==> src/design/rrs_pkg.sv <==
// Constants, field layout and types shared by the rail ramp supervisor
package rrs_pkg;

	// Clock and tick timing
	localparam int SYS_CLK_HZ = 40_000_000;
	localparam int CLK_PERIOD_NS = 25;
	localparam int RAMP_RATE_HZ = 10_000;
	localparam int RAMP_TICK_CYC = SYS_CLK_HZ / RAMP_RATE_HZ;
	localparam int MON_PERIOD_NS = 100_000;
	localparam int MON_TICK_CYC = MON_PERIOD_NS / CLK_PERIOD_NS;
	localparam int AVG_INTERVAL_NS = 100_000_000;
	localparam int AVG_SAMPLES = AVG_INTERVAL_NS / MON_PERIOD_NS;
	localparam int SMOOTH_TAU_MS = 1550;
	localparam int SMOOTH_SHIFT =
		$clog2(SMOOTH_TAU_MS * 1_000_000 / AVG_INTERVAL_NS);

	// Data widths and fixed-point formats
	localparam int ADC_BITS = 12;
	localparam int AUX_BITS = 16;
	localparam int AUX_CHANNELS = 4;
	localparam int TEMP_CHANNELS = 2;
	localparam int VIN_CHANNEL = 3;
	localparam int VIN_SCALE_FRAC = 12;
	localparam int AVG_RECIP_SHIFT = 20;
	localparam int AVG_RECIP =
		(2 ** (AVG_RECIP_SHIFT + AUX_BITS - ADC_BITS)) / AVG_SAMPLES;
	localparam logic [31:0] FOLD_STEP = 32'h0001_0000;

	// Writable configuration words, byte address = index * 4
	localparam int CFG_CTRL = 0;
	localparam int CFG_VOUT = 1;
	localparam int CFG_TON_DELAY = 2;
	localparam int CFG_TON_RISE = 3;
	localparam int CFG_TOFF_FALL = 4;
	localparam int CFG_OC_LIMIT = 5;
	localparam int CFG_OC_LV = 6;
	localparam int CFG_VIN_SCALE = 7;
	localparam int CFG_VIN_OV = 8;
	localparam int CFG_VIN_UV = 9;
	localparam int CFG_VIN_ON = 10;
	localparam int CFG_VIN_OFF = 11;
	localparam int CFG_MIN_PULSE = 12;
	localparam int CFG_OT_LIMIT = 13;
	localparam int CFG_LIGHT_LOAD = 14;
	localparam int CFG_COUNT = 15;
	localparam logic [15:0] CFG_RST [CFG_COUNT] = '{
		16'h0000, 16'h0000, 16'h0000, 16'h0001, 16'h0001,
		16'hffff, 16'h0000, 16'h1000, 16'hffff, 16'h0000,
		16'h0000, 16'h0000, 16'h0000, 16'hffff, 16'h0000};

	// Read-only and clear-on-write register addresses
	localparam logic [7:0] REG_CFG_END = 8'h3c;
	localparam logic [7:0] REG_STATUS = 8'h3c;
	localparam logic [7:0] REG_STATE = 8'h40;
	localparam logic [7:0] REG_VIN = 8'h44;
	localparam logic [7:0] REG_REF = 8'h48;
	localparam logic [7:0] REG_DUTY = 8'h4c;
	localparam logic [7:0] REG_AUX0 = 8'h50;
	localparam logic [7:0] REG_AUX3 = 8'h5c;
	localparam logic [7:0] REG_TEMP0 = 8'h60;
	localparam logic [7:0] REG_TEMPERATURE_INPUT_ONE = 8'h64;

	// Control word fields
	localparam int CTRL_ON_BIT = 0;
	localparam int CTRL_UV_RESP_LSB = 1;
	localparam int CTRL_OC_RESP_LSB = 3;
	localparam int CTRL_OT_EN_BIT = 5;

	// Sticky status bits
	localparam int ST_VIN_OV = 0;
	localparam int ST_VIN_UV = 1;
	localparam int ST_FOLDBACK = 2;
	localparam int ST_OC_LV = 3;
	localparam int ST_OVER_TEMP = 4;
	localparam int STATUS_BITS = 5;

	typedef enum logic [1:0] {
		RESP_CONTINUE = 2'b00,
		RESP_CONT_DELAY = 2'b01,
		RESP_SHUTDOWN = 2'b10,
		RESP_SHUTDOWN_ALT = 2'b11
	} rrs_resp_t;

	typedef enum logic [2:0] {
		S_IDLE = 3'b000,
		S_DELAY = 3'b001,
		S_RISE = 3'b010,
		S_REGULATE = 3'b011,
		S_FALL = 3'b100,
		S_OFF = 3'b101
	} rrs_state_t;

	typedef enum logic [1:0] {
		BANK_RAMP = 2'b00,
		BANK_NORMAL = 2'b01,
		BANK_LIGHT = 2'b10
	} rrs_bank_t;

	typedef enum logic [1:0] {
		DIV_DUTY = 2'b00,
		DIV_RISE = 2'b01,
		DIV_FALL = 2'b10
	} rrs_div_t;

endpackage

==> src/design/rrs_mon_if.sv <==
// Monitor sample path between the supervisor and the averaging unit
`timescale 1ns/1ps
`default_nettype none
interface rrs_mon_if;
	import rrs_pkg::*;
	logic sampleTick;
	logic [ADC_BITS-1:0] code [AUX_CHANNELS];
	logic [AUX_BITS-1:0] auxAvg [AUX_CHANNELS];
	logic [AUX_BITS-1:0] tempSmooth [TEMP_CHANNELS];
	modport sup (output sampleTick, output code,
		input auxAvg, input tempSmooth);
	modport filt (input sampleTick, input code,
		output auxAvg, output tempSmooth);
endinterface
`default_nettype wire

==> src/design/rrs_aux_avg.sv <==
// Running-sum averaging of monitor samples and temperature smoothing
`timescale 1ns/1ps
`default_nettype none
module rrs_aux_avg #(
	parameter int SAMPLES = rrs_pkg::AVG_SAMPLES
) (
	input wire logic sys_clk,
	input wire logic nrst,
	rrs_mon_if.filt mon
);
	import rrs_pkg::*;

	// Reciprocal follows the sample count so a short interval still scales
	localparam int RECIP =
		(2 ** (AVG_RECIP_SHIFT + AUX_BITS - ADC_BITS)) / SAMPLES;

	logic [9:0] sampleCnt;
	logic lastSample;
	logic avgDone;

	assign lastSample = (sampleCnt == 10'(SAMPLES - 1));

	// Sample counter marks the end of each averaging interval
	always_ff @(posedge sys_clk or negedge nrst)
		if (!nrst)
		begin
			sampleCnt <= 10'h000;
			avgDone <= 1'b0;
		end
		else
		begin
			avgDone <= mon.sampleTick && lastSample;
			if (mon.sampleTick)
				sampleCnt <= lastSample ? 10'h000 : sampleCnt + 10'h001;
		end

	genvar ch;
	generate
		for (ch = 0; ch < AUX_CHANNELS; ch++)
		begin : g_chan
			logic [21:0] sum;
			logic [21:0] sumNow;
			logic [36:0] prod;
			logic [AUX_BITS-1:0] avg;

			assign sumNow = sum + 22'(mon.code[ch]);
			assign prod = 37'(sumNow) * 37'(RECIP);
			// add every 100us, average and restart each 100ms
			always_ff @(posedge sys_clk or negedge nrst)
				if (!nrst)
				begin
					sum <= 22'h000000;
					avg <= 16'h0000;
				end
				else if (mon.sampleTick)
				begin
					sum <= lastSample ? 22'h000000 : sumNow;
					// linear 16-bit code, no gain or offset
					if (lastSample)
						avg <= (|prod[36:36]) ? 16'hffff :
							prod[35:20];
				end
			// one averaged word per auxiliary input
			assign mon.auxAvg[ch] = avg;

			if (ch < TEMP_CHANNELS)
			begin : g_smooth
				logic [AUX_BITS-1:0] smooth;
				logic signed [AUX_BITS:0] diff;
				assign diff = $signed({1'b0, avg}) - $signed({1'b0, smooth});
				// first-order filter, 1.55 s time constant
				always_ff @(posedge sys_clk or negedge nrst)
					if (!nrst)
						smooth <= 16'h0000;
					else if (avgDone)
						smooth <= 16'(smooth + 16'(diff >>> SMOOTH_SHIFT));
				assign mon.tempSmooth[ch] = smooth;
			end
		end
	endgenerate

endmodule // rrs_aux_avg
`default_nettype wire

==> src/design/rrs_supervisor.sv <==
// Rail ramp supervisor: soft start/stop, foldback, input and temp guard
//
// Contract
// - Output current above the fault limit lowers the reference, indefinitely; the code does this only in S_REGULATE, not during rise or fall.
// - In foldback, output below the low-voltage limit applies its response.
// - Input sense is a 12-bit 0..2.5V code times a programmable scale.
// - Scaled input is compared to separate over and under-voltage limits.
// - Input below turn-off starts a soft stop; turn-on is the upper level.
// - Input below the under-voltage limit applies the programmed response.
// - Continue responses keep running and finish the soft stop in progress.
// - Immediate-shutdown response disables the pulse-width output at once.
// - Temperature samples summed every 100us, averaged and restarted each 100ms.
// - Averaged temperature is smoothed with a 1.55 s time constant.
// - Auxiliary read returns four 16-bit averaged values, one per input.
// - Auxiliary codes are linear 0..65535 for 0..2.5V, no trim.
// - Ramp, normal and light-load modes select separate gain banks.
// - Turn-on waits the delay, then ramps at a rate from rise time.
// - Pulse output starts when ramp reaches pre-bias and duty exceeds minimum.
// - Idle keeps pulses off and the reference tracks the feedback voltage.
// - Pre-bias start duty is measured output divided by input voltage.
// - Ramp steps at 10 kHz with step sizes from rise or fall time.
// - Command to regulation equals delay plus rise regardless of pre-bias.
// - On error converter saturation, step reference to reduce the error; the code does this only in S_RISE, and in S_FALL for negative saturation.
// - After saturation the ramp resumes from the adjusted set point.
`timescale 1ns/1ps
`default_nettype none
module rrs_supervisor #(
	parameter int AVG_N = rrs_pkg::AVG_SAMPLES
) (
	input wire logic sys_clk,
	input wire logic nrst,
	input wire logic [7:0] busAddr,
	input wire logic [31:0] busWrData,
	input wire logic busWr,
	input wire logic busRd,
	output logic [31:0] busRdData,
	input wire logic [3:0][rrs_pkg::ADC_BITS-1:0] auxCode,
	input wire logic [15:0] ioutMeas,
	input wire logic [15:0] voutMeas,
	input wire logic errSatPos,
	input wire logic errSatNeg,
	output logic pwmEnable,
	output logic [15:0] refDac,
	output rrs_pkg::rrs_bank_t gainBank,
	output logic [15:0] startDuty
);
	import rrs_pkg::*;

	logic [15:0] cfg [CFG_COUNT];
	rrs_state_t state;
	logic [11:0] rampCnt;
	logic [11:0] monCnt;
	logic rampTick;
	logic monTick;
	logic [15:0] vinScaled;
	logic [27:0] vinProd;
	logic [31:0] minRefProd;
	logic [15:0] minRef;
	logic [31:0] refAcc;
	logic [31:0] targetQ;
	logic [32:0] riseSum;
	logic [32:0] satUp;
	logic [31:0] stepRise;
	logic [31:0] stepFall;
	logic [31:0] stepNow;
	logic [15:0] prebias;
	logic [15:0] delayCnt;
	logic [15:0] refNow;
	logic [STATUS_BITS-1:0] status;
	logic [STATUS_BITS-1:0] statusSet;
	rrs_resp_t uvResp;
	rrs_resp_t ocResp;
	logic railOn;
	logic uvFault;
	logic ovFault;
	logic overTemp;
	logic foldActive;
	logic ocLvTrip;
	logic shutNow;
	logic stopReq;
	logic goOn;
	logic divBusy;
	logic [5:0] divCnt;
	logic [15:0] divRem;
	logic [31:0] divQuo;
	logic [15:0] divDen;
	rrs_div_t divKind;
	logic [16:0] divTrial;
	logic divGe;
	logic [31:0] divResult;
	logic divStart;
	rrs_div_t divStartKind;
	logic [31:0] divNum;
	logic [15:0] divDenIn;

	rrs_mon_if mon ();

	rrs_aux_avg #(
		.SAMPLES(AVG_N)
	) u_avg (
		.sys_clk(sys_clk),
		.nrst(nrst),
		.mon(mon.filt)
	);

	// Monitor channels feed the averaging unit
	assign mon.sampleTick = monTick;
	generate
		for (genvar ch = 0; ch < AUX_CHANNELS; ch++)
		begin : g_code
			assign mon.code[ch] = auxCode[ch];
		end
	endgenerate

	// Control fields and live comparisons
	assign railOn = cfg[CFG_CTRL][CTRL_ON_BIT];
	assign uvResp = rrs_resp_t'(cfg[CFG_CTRL][CTRL_UV_RESP_LSB +: 2]);
	assign ocResp = rrs_resp_t'(cfg[CFG_CTRL][CTRL_OC_RESP_LSB +: 2]);
	assign refNow = refAcc[31:16];
	assign targetQ = {cfg[CFG_VOUT], 16'h0000};
	// 12-bit sense code times the scale factor
	assign vinProd = 28'(auxCode[VIN_CHANNEL]) * 28'(cfg[CFG_VIN_SCALE]);
	assign minRefProd = 32'(cfg[CFG_MIN_PULSE]) * 32'(vinScaled);
	assign minRef = minRefProd[31:16];
	assign ovFault = vinScaled > cfg[CFG_VIN_OV];
	assign uvFault = vinScaled < cfg[CFG_VIN_UV];
	assign overTemp = cfg[CFG_CTRL][CTRL_OT_EN_BIT] &&
		((mon.tempSmooth[0] > cfg[CFG_OT_LIMIT]) ||
		(mon.tempSmooth[1] > cfg[CFG_OT_LIMIT]));
	assign foldActive = (state == S_REGULATE) && (ioutMeas > cfg[CFG_OC_LIMIT]);
	assign ocLvTrip = foldActive && (voutMeas < cfg[CFG_OC_LV]);
	// shutdown codes stop conversion at once
	assign shutNow = (uvFault && uvResp[1]) || (ocLvTrip && ocResp[1]);
	// turn-off threshold or under-voltage starts a soft stop
	assign stopReq = !railOn || (vinScaled < cfg[CFG_VIN_OFF]) ||
		uvFault || overTemp;
	assign goOn = railOn && (vinScaled >= cfg[CFG_VIN_ON]) && !uvFault;
	assign stepNow = (state == S_FALL) ? stepFall : stepRise;
	assign riseSum = {1'b0, refAcc} + {1'b0, stepRise};
	assign satUp = {1'b0, refAcc} + {1'b0, stepNow};

	// Ramp and monitor tick dividers
	always_ff @(posedge sys_clk or negedge nrst)
		if (!nrst)
		begin
			rampCnt <= 12'h000;
			monCnt <= 12'h000;
			rampTick <= 1'b0;
			monTick <= 1'b0;
		end
		else
		begin
			// fixed 10 kHz reference update rate
			rampTick <= (rampCnt == 12'(RAMP_TICK_CYC - 1));
			rampCnt <= (rampCnt == 12'(RAMP_TICK_CYC - 1)) ? 12'h000 :
				rampCnt + 12'h001;
			monTick <= (monCnt == 12'(MON_TICK_CYC - 1));
			monCnt <= (monCnt == 12'(MON_TICK_CYC - 1)) ? 12'h000 :
				monCnt + 12'h001;
		end

	// scaled input voltage captured at each monitor sample
	always_ff @(posedge sys_clk or negedge nrst)
		if (!nrst)
			vinScaled <= 16'h0000;
		else if (monTick)
			vinScaled <= vinProd[VIN_SCALE_FRAC +: 16];

	// Divider requests: rise step, fall step or pre-bias duty
	always_comb
	begin
		divStart = 1'b0;
		divStartKind = DIV_DUTY;
		divNum = {voutMeas, 16'h0000};
		divDenIn = vinScaled;
		if (state == S_IDLE && goOn)
		begin
			divStart = 1'b1;
			divStartKind = DIV_RISE;
			divNum = targetQ;
			divDenIn = cfg[CFG_TON_RISE];
		end
		else if ((state == S_RISE || state == S_REGULATE) && stopReq)
		begin
			divStart = 1'b1;
			divStartKind = DIV_FALL;
			divNum = refAcc;
			divDenIn = cfg[CFG_TOFF_FALL];
		end
		else if (state == S_IDLE && !divBusy)
			divStart = 1'b1;
		if (divDenIn == 16'h0000)
			divDenIn = 16'h0001;
	end

	assign divTrial = {divRem, divQuo[31]};
	assign divGe = divTrial >= {1'b0, divDen};
	assign divResult = {divQuo[30:0], divGe};

	// Serial restoring divider, 32 cycles per quotient
	always_ff @(posedge sys_clk or negedge nrst)
		if (!nrst)
		begin
			divBusy <= 1'b0;
			divCnt <= 6'h00;
			divRem <= 16'h0000;
			divQuo <= 32'h0000_0000;
			divDen <= 16'h0001;
			divKind <= DIV_DUTY;
		end
		else if (divStart)
		begin
			divBusy <= 1'b1;
			divCnt <= 6'h00;
			divRem <= 16'h0000;
			divQuo <= divNum;
			divDen <= divDenIn;
			divKind <= divStartKind;
		end
		else if (divBusy)
		begin
			divRem <= divGe ? 16'(divTrial - {1'b0, divDen}) : divTrial[15:0];
			divQuo <= divResult;
			divCnt <= divCnt + 6'h01;
			divBusy <= (divCnt != 6'h1f);
		end

	// Quotients land in step sizes or the pre-bias duty
	always_ff @(posedge sys_clk or negedge nrst)
		if (!nrst)
		begin
			stepRise <= 32'h0000_0000;
			stepFall <= 32'h0000_0000;
			startDuty <= 16'h0000;
		end
		else if (divBusy && divCnt == 6'h1f && !divStart)
			case (divKind)
				// rise step from target and rise time
				DIV_RISE: stepRise <= divResult;
				// fall step from present level and fall time
				DIV_FALL: stepFall <= divResult;
				// duty is output voltage over input voltage
				DIV_DUTY: startDuty <= (|divResult[31:16]) ? 16'hffff :
					divResult[15:0];
				default: startDuty <= startDuty;
			endcase

	// Rail sequencing state machine
	always_ff @(posedge sys_clk or negedge nrst)
		if (!nrst)
		begin
			state <= S_IDLE;
			refAcc <= 32'h0000_0000;
			delayCnt <= 16'h0000;
			prebias <= 16'h0000;
			pwmEnable <= 1'b0;
		end
		else if (shutNow && state != S_IDLE && state != S_OFF)
		begin
			// pulse output dropped in the same cycle
			state <= S_OFF;
			pwmEnable <= 1'b0;
		end
		else
			case (state)
				S_IDLE:
				begin
					pwmEnable <= 1'b0;
					refAcc <= {voutMeas, 16'h0000};
					if (goOn)
					begin
						state <= S_DELAY;
						delayCnt <= 16'h0000;
						prebias <= voutMeas;
						// planned ramp starts at zero despite pre-bias
						refAcc <= 32'h0000_0000;
					end
				end
				S_DELAY:
					if (!railOn)
						state <= S_IDLE;
					// wait the turn-on delay in ramp ticks
					else if (delayCnt >= cfg[CFG_TON_DELAY])
						state <= S_RISE;
					else if (rampTick)
						delayCnt <= delayCnt + 16'h0001;
				S_RISE:
				begin
					// enable at pre-bias level with duty above minimum
					if (refNow >= prebias && refNow > minRef)
						pwmEnable <= 1'b1;
					if (stopReq)
						state <= S_FALL;
					else if (rampTick && !divBusy)
					begin
						// saturation steps reference to cut the error
						if (errSatPos)
							refAcc <= (refAcc > stepRise) ?
								refAcc - stepRise : 32'h0000_0000;
						else if (errSatNeg)
							refAcc <= satUp[32] ? 32'hffff_ffff : satUp[31:0];
						// ramp continues from the adjusted set point
						else if (riseSum >= {1'b0, targetQ})
						begin
							refAcc <= targetQ;
							state <= S_REGULATE;
						end
						else
							refAcc <= riseSum[31:0];
					end
				end
				S_REGULATE:
				begin
					pwmEnable <= 1'b1;
					if (stopReq)
						state <= S_FALL;
					else if (rampTick)
					begin
						// foldback holds current at the limit
						if (foldActive)
							refAcc <= (refAcc > FOLD_STEP) ?
								refAcc - FOLD_STEP : 32'h0000_0000;
						else if (refAcc + FOLD_STEP < targetQ)
							refAcc <= refAcc + FOLD_STEP;
						else
							refAcc <= targetQ;
					end
				end
				S_FALL:
					// continue responses let the soft stop finish
					if (rampTick && !divBusy)
					begin
						if (errSatNeg)
							refAcc <= satUp[32] ? 32'hffff_ffff : satUp[31:0];
						// end of fall disables pulses and idles
						else if (refAcc <= stepFall)
						begin
							refAcc <= 32'h0000_0000;
							pwmEnable <= 1'b0;
							state <= S_IDLE;
						end
						else
							refAcc <= refAcc - stepFall;
					end
				S_OFF:
				begin
					pwmEnable <= 1'b0;
					refAcc <= 32'h0000_0000;
					if (!railOn)
						state <= S_IDLE;
				end
				default:
				begin
					state <= S_IDLE;
					pwmEnable <= 1'b0;
				end
			endcase

	// Reference output and loop gain bank selection
	always_ff @(posedge sys_clk or negedge nrst)
		if (!nrst)
		begin
			refDac <= 16'h0000;
			gainBank <= BANK_RAMP;
		end
		else
		begin
			// Hold pre-bias level until the planned ramp passes it
			if ((state == S_DELAY || state == S_RISE) && !pwmEnable &&
				refNow < prebias)
				refDac <= prebias;
			else
				refDac <= refNow;
			if (state != S_REGULATE)
				gainBank <= BANK_RAMP;
			else if (ioutMeas < cfg[CFG_LIGHT_LOAD])
				gainBank <= BANK_LIGHT;
			else
				gainBank <= BANK_NORMAL;
		end

	// Status events, sticky until written with a one
	always_comb
	begin
		statusSet = '0;
		statusSet[ST_VIN_OV] = ovFault;
		statusSet[ST_VIN_UV] = uvFault;
		statusSet[ST_FOLDBACK] = foldActive;
		// low output during foldback is a fault event
		statusSet[ST_OC_LV] = ocLvTrip;
		statusSet[ST_OVER_TEMP] = overTemp;
	end

	// Set beats a clear arriving in the same cycle
	always_ff @(posedge sys_clk or negedge nrst)
		if (!nrst)
			status <= '0;
		else if (busWr && busAddr == REG_STATUS)
			status <= (status & ~busWrData[STATUS_BITS-1:0]) | statusSet;
		else
			status <= status | statusSet;

	// Configuration writes
	always_ff @(posedge sys_clk or negedge nrst)
		if (!nrst)
		begin
			for (int i = 0; i < CFG_COUNT; i++)
				cfg[i] <= CFG_RST[i];
		end
		else if (busWr && busAddr < REG_CFG_END && busAddr[1:0] == 2'b00)
			cfg[busAddr[5:2]] <= busWrData[15:0];

	// Register reads, data valid the cycle after the strobe
	always_ff @(posedge sys_clk or negedge nrst)
		if (!nrst)
			busRdData <= 32'h0000_0000;
		else if (!busRd || busAddr[1:0] != 2'b00)
			busRdData <= 32'h0000_0000;
		else if (busAddr < REG_CFG_END)
			busRdData <= {16'h0000, cfg[busAddr[5:2]]};
		else if (busAddr >= REG_AUX0 && busAddr <= REG_AUX3)
			busRdData <= {16'h0000, mon.auxAvg[busAddr[3:2]]};
		else
			case (busAddr)
				REG_STATUS: busRdData <= 32'(status);
				REG_STATE: busRdData <= {26'h0, gainBank, pwmEnable, state};
				REG_VIN: busRdData <= {16'h0000, vinScaled};
				REG_REF: busRdData <= {16'h0000, refDac};
				REG_DUTY: busRdData <= {16'h0000, startDuty};
				REG_TEMP0: busRdData <= {16'h0000, mon.tempSmooth[0]};
				REG_TEMPERATURE_INPUT_ONE: busRdData <= {16'h0000, mon.tempSmooth[1]};
				default: busRdData <= 32'h0000_0000;
			endcase

endmodule // rrs_supervisor
`default_nettype wire

==> config.mk <==
export PLATFORM = sky130hd
export DESIGN_NAME = rrs_supervisor
export DESIGN_NICKNAME = d
export VERILOG_FILES = /design/src/design/rrs_pkg.sv /design/src/design/rrs_mon_if.sv /design/src/design/rrs_aux_avg.sv /design/src/design/rrs_supervisor.sv
export SDC_FILE = /design/constraint.sdc
export NUM_CORES = 2
export LEC_CHECK = 0
export BUFFER_PORTS_ARGS = -buffer_cell sky130_fd_sc_hd__clkbuf_2
export CAP_MARGIN = 20
export CORE_MARGIN = 2
export CORE_UTILIZATION = 30
export CTS_CLUSTER_SIZE = 40
export DETAILED_ROUTE_END_ITERATION = 10
export GPL_TIMING_DRIVEN = 0
export HOLD_SLACK_MARGIN = 0.02
export SKIP_LAST_GASP = 1
export SLEW_MARGIN = 20
export SYNTH_ARGS = -nofsm -noshare
export SYNTH_HDL_FRONTEND = slang
export SYNTH_SLANG_ARGS = --single-unit
==> constraint.sdc <==
create_clock -name sys_clk -period 13.75 [get_ports sys_clk]
set_input_delay 0.6875 -clock sys_clk [delete_from_list [all_inputs] [get_ports sys_clk]]
set_output_delay 0.6875 -clock sys_clk [all_outputs]
set_load 0.005 [all_outputs]
==> impl_metrics.ini <==
[run_status]
run_status = finished clean

[cts]
worstSkewPairLatency_ns = 0.81
clkSlewWorstSetupHoldPaths_ns = 0.07
cts_buffers = 89
cts_root_buffer = clkbuf_16
cts_sinks = 737
htree_levels = 3
cts_buffer_depth = 3
cts_tree = yes
postCtsSetupBuffers = 0

[detailed_routing]
drt-total-wl_mm = 291
wl_met3_mm = 23.4
wl_met1_mm = 121
drt_first_pass_iters = 8
final_antenna_net_count = 0
wl_per_cell_um = 22.8
vias_per_cell = 5.25
num_vias = 66900
drcViolationCount = 0
dr_wl_met2_mm = 129
drt_iter0_markers = 6387
top_layer_used = met5

[critical_path]
cp_max_fo = 10
critPathKind = flop to flop
cpMostUsedCell = fa_1
cp_data_required_time_ns = 14.44
slowest_stage = clkbuf_1
crit_buf_inv = 7
cp-end-kind = flop
worstPathArrival_ns = 11.45
critical_path.top_delay_family = adder cells
slowest_delay_ns = 0.90
start_kind = flop

[sta]
fin_crit_ns = 10.77
relSlewSlack_pct = 18.0
tightest_slew_ns = 1.23
hold_viol = 0
maxSlewViolCount = 0
finalSetupViolCount = 0
fmax_mhz = 92.9
fin_crit_sh_pct = 78.3
rsz0062_at_grt = false
fin_ws_ns = 2.98
finalClockSkew_ns = 0.0828
hold_ws_ns = 0.305

[synthesis]
yosysTopAreaCell = dfrtp_1
ys_warn_count = 0
syn_area_sq_mm = 0.0807
synth_common_cells = ha_1, inv_1, nand2_1, dfrtp_1, o21ai_0
yosys.area_share.simple_pct = 13.3
yosysTopAreaCellShare_pct = 21.2
synth_cell_types = 114
synth_area_per_cell_sq_um = 9.14
synthArstFlopShare_pct = 100
ys_ff_latch = 737
synth_area_leaders = dfrtp_1, ha_1, fa_1, inv_1, nand2_1
synth_ff_type = dfrtp_1
synth_top_family_by_area = adder cells
yosysMostFrequentCell = ha_1
synth-compound-area-share_pct = 13.9
syn-instance-count = 8822
synth_xor_area_share_pct = 4.04
synth.area.mux_share_pct = 5.90
yosysSeqAreaShare_pct = 22.9
synth_fa_ha_area_share_pct = 32.5
synth_edf_count = 0

[pwr]
sequentialPowerShare_pct = 25.2
swShare_pct = 46.7
p_int_uw = 6510
pwr-share-clk_pct = 21.2
p_leak_uw = 0.0436
power_frac_comb_pct = 53.6
vdd_drop_max_v = 0.000125
p_per_area_mw_per_mm2 = 137
switching_power_uw = 5710

[final_layout]
postLayoutCoreUtil_pct = 33.4
design_area_sq_mm = 0.0895
drive_gt1_share_pct = 8.70
area_growth_pct = 11.0
final_nets = 11000
num-fill-cells = 27900
stdcell_count = 12700

[placed_design]
gp_congestion = 1.02
place_area_sq_mm = 0.0863
io_buffer_count = 154
place_ws_ns = 3.30
place.detailed.hpwl_mm = 236
dp.cells = 12600

[hold_path]
min_path_type = input pin to flop

[grt]
grt_max_degree = 89
first_global_vias = 65700
grt-ovfl-total = 0
grt_use_total_pct = 21.1
grt_pass1_wl_mm = 431
antenna_found_initial = 47

[floorplan]
row_count = 190
die_area_sq_mm = 0.273
die_h_um = 523
die-width_um = 523
pin_count = 193
core_sq_mm = 0.268
start_util_pct = 30.1

[job]
maxCapViolCount = 0
power by group through the flow:
stage | Clock [uW] | Combinational, uW | Sequential (uW)
finish | 2590 | 6550 | 3080
global route | 2700 | 7350 | 3080
CTS | 2610 | 6510 | 3040
detailed placement | 0 | 6450 | 3070
global placement | 0 | 6420 | 3080
floorplan | 0 | 4620 | 2730
area by class of cell:
class                           count  area, sq um  area share [%]
Clock inverter                     50          688           0.769
Buffer                            390         1830            2.04
Antenna cell                       25         62.6          0.0699
Inverter                         1094         4110            4.59
Multi-Input combinational cell   6616        56300            62.9
Timing Repair Buffer              169         1110            1.24
Tap cell                         3552         4440            4.96
Sequential cell                   737        18500            20.7
Clock buffer                      114         2440            2.73
metrics by stage:
step	setup TNS, ns	total power (uW)
final	0	12200
after global placement	-4808.84	9500
after global routing	0	13100
after floorplan	0	7350
after CTS	0	12200
after detailed placement	0	9520
worst register-to-register path: cells and delay by family (launching register included):
kind / cells / cell delay [ns]
AO/OA/AOI/OAI: 10 / 3.45
XOR/XNOR: 1 / 0.14
adder cells (fa/ha/maj): 8 / 3.70
buffers and inverters: 7 / 1.70
flip-flops: 1 / 0.61
AND/OR/NAND/NOR: 8 / 1.10
placed cells by master (no fill, tap or decap), types with 89 or more instances in the layout:
cell / n
and2_1: 201
nand3_1: 162
xor2_1: 132
a21o_1: 148
nand2_1: 880
nor2_1: 489
inv_1: 1091
dfrtp_1: 685
nor3_1: 134
clkbuf_2: 162
mux2_2: 196
fa_1: 531
o21ai_0: 559
a21oi_1: 491
ha_1: 1248
xnor2_1: 240
clkbuf_16: 89
clkbuf_1: 305
worst paths after layout:
kind                                         from                                  to  slack, ns  cells past startpoint
min in group asynchronous                    nrst  u_avg.g_chan[0].g_smooth.smooth[9]       0.35                      2
max in group asynchronous                    nrst                           divRem[9]      11.70                      6
setup / recovery                     vinScaled[8]                           pwmEnable       2.98                     34
setup reg to reg                     vinScaled[8]                           pwmEnable       2.98                     34
hold / removal                        voutMeas[0]                          prebias[0]       0.30                      3
hold reg to reg            u_avg.g_chan[1].sum[7]              u_avg.g_chan[1].sum[7]       0.48                      2
repair_timing:
action | CTS | global route
resized for setup | 0 | 0
endpoints found under the hold margin | 7 | 0
hold buffers | 1 | 0
per-layer routing:
layer	GRT usage (%)	vias to the layer above
met5	0	-
met4	11.3	20
met3	3.90	664
met2	32.7	2507
met1	27.7	32900
li1	-	30800
logic make-up (layout without fill, tap and decap cells):
logic type,after synthesis,after routing
and+or+nand+nor,2293,2293
AOI/OAI and AO/OA,1801,1801
adders and majority gates,1779,1779
buffers and inverters,1484,1817
DFF,737,737
xor gates and xnor gates,372,372
muxes,355,355
other,1,41
sequential cells by signal (all words and copies together) (netlist names), 2 cells and up:
signal / cells
cfg: 240
u_avg.g_chan.sum: 88
u_avg.g_chan.avg: 64
divQuo: 32
refAcc: 32
stepFall: 32
stepRise: 32
u_avg.g_chan.g_smooth.smooth: 32
busRdData: 16
delayCnt: 16
divDen: 16
divRem: 16
prebias: 16
refDac: 16
startDuty: 16
vinScaled: 16
monCnt: 12
rampCnt: 12
u_avg.sampleCnt: 10
divCnt: 6
status: 5
state: 3
divKind: 2
gainBank: 2
Power figures use the tool's default switching activity.
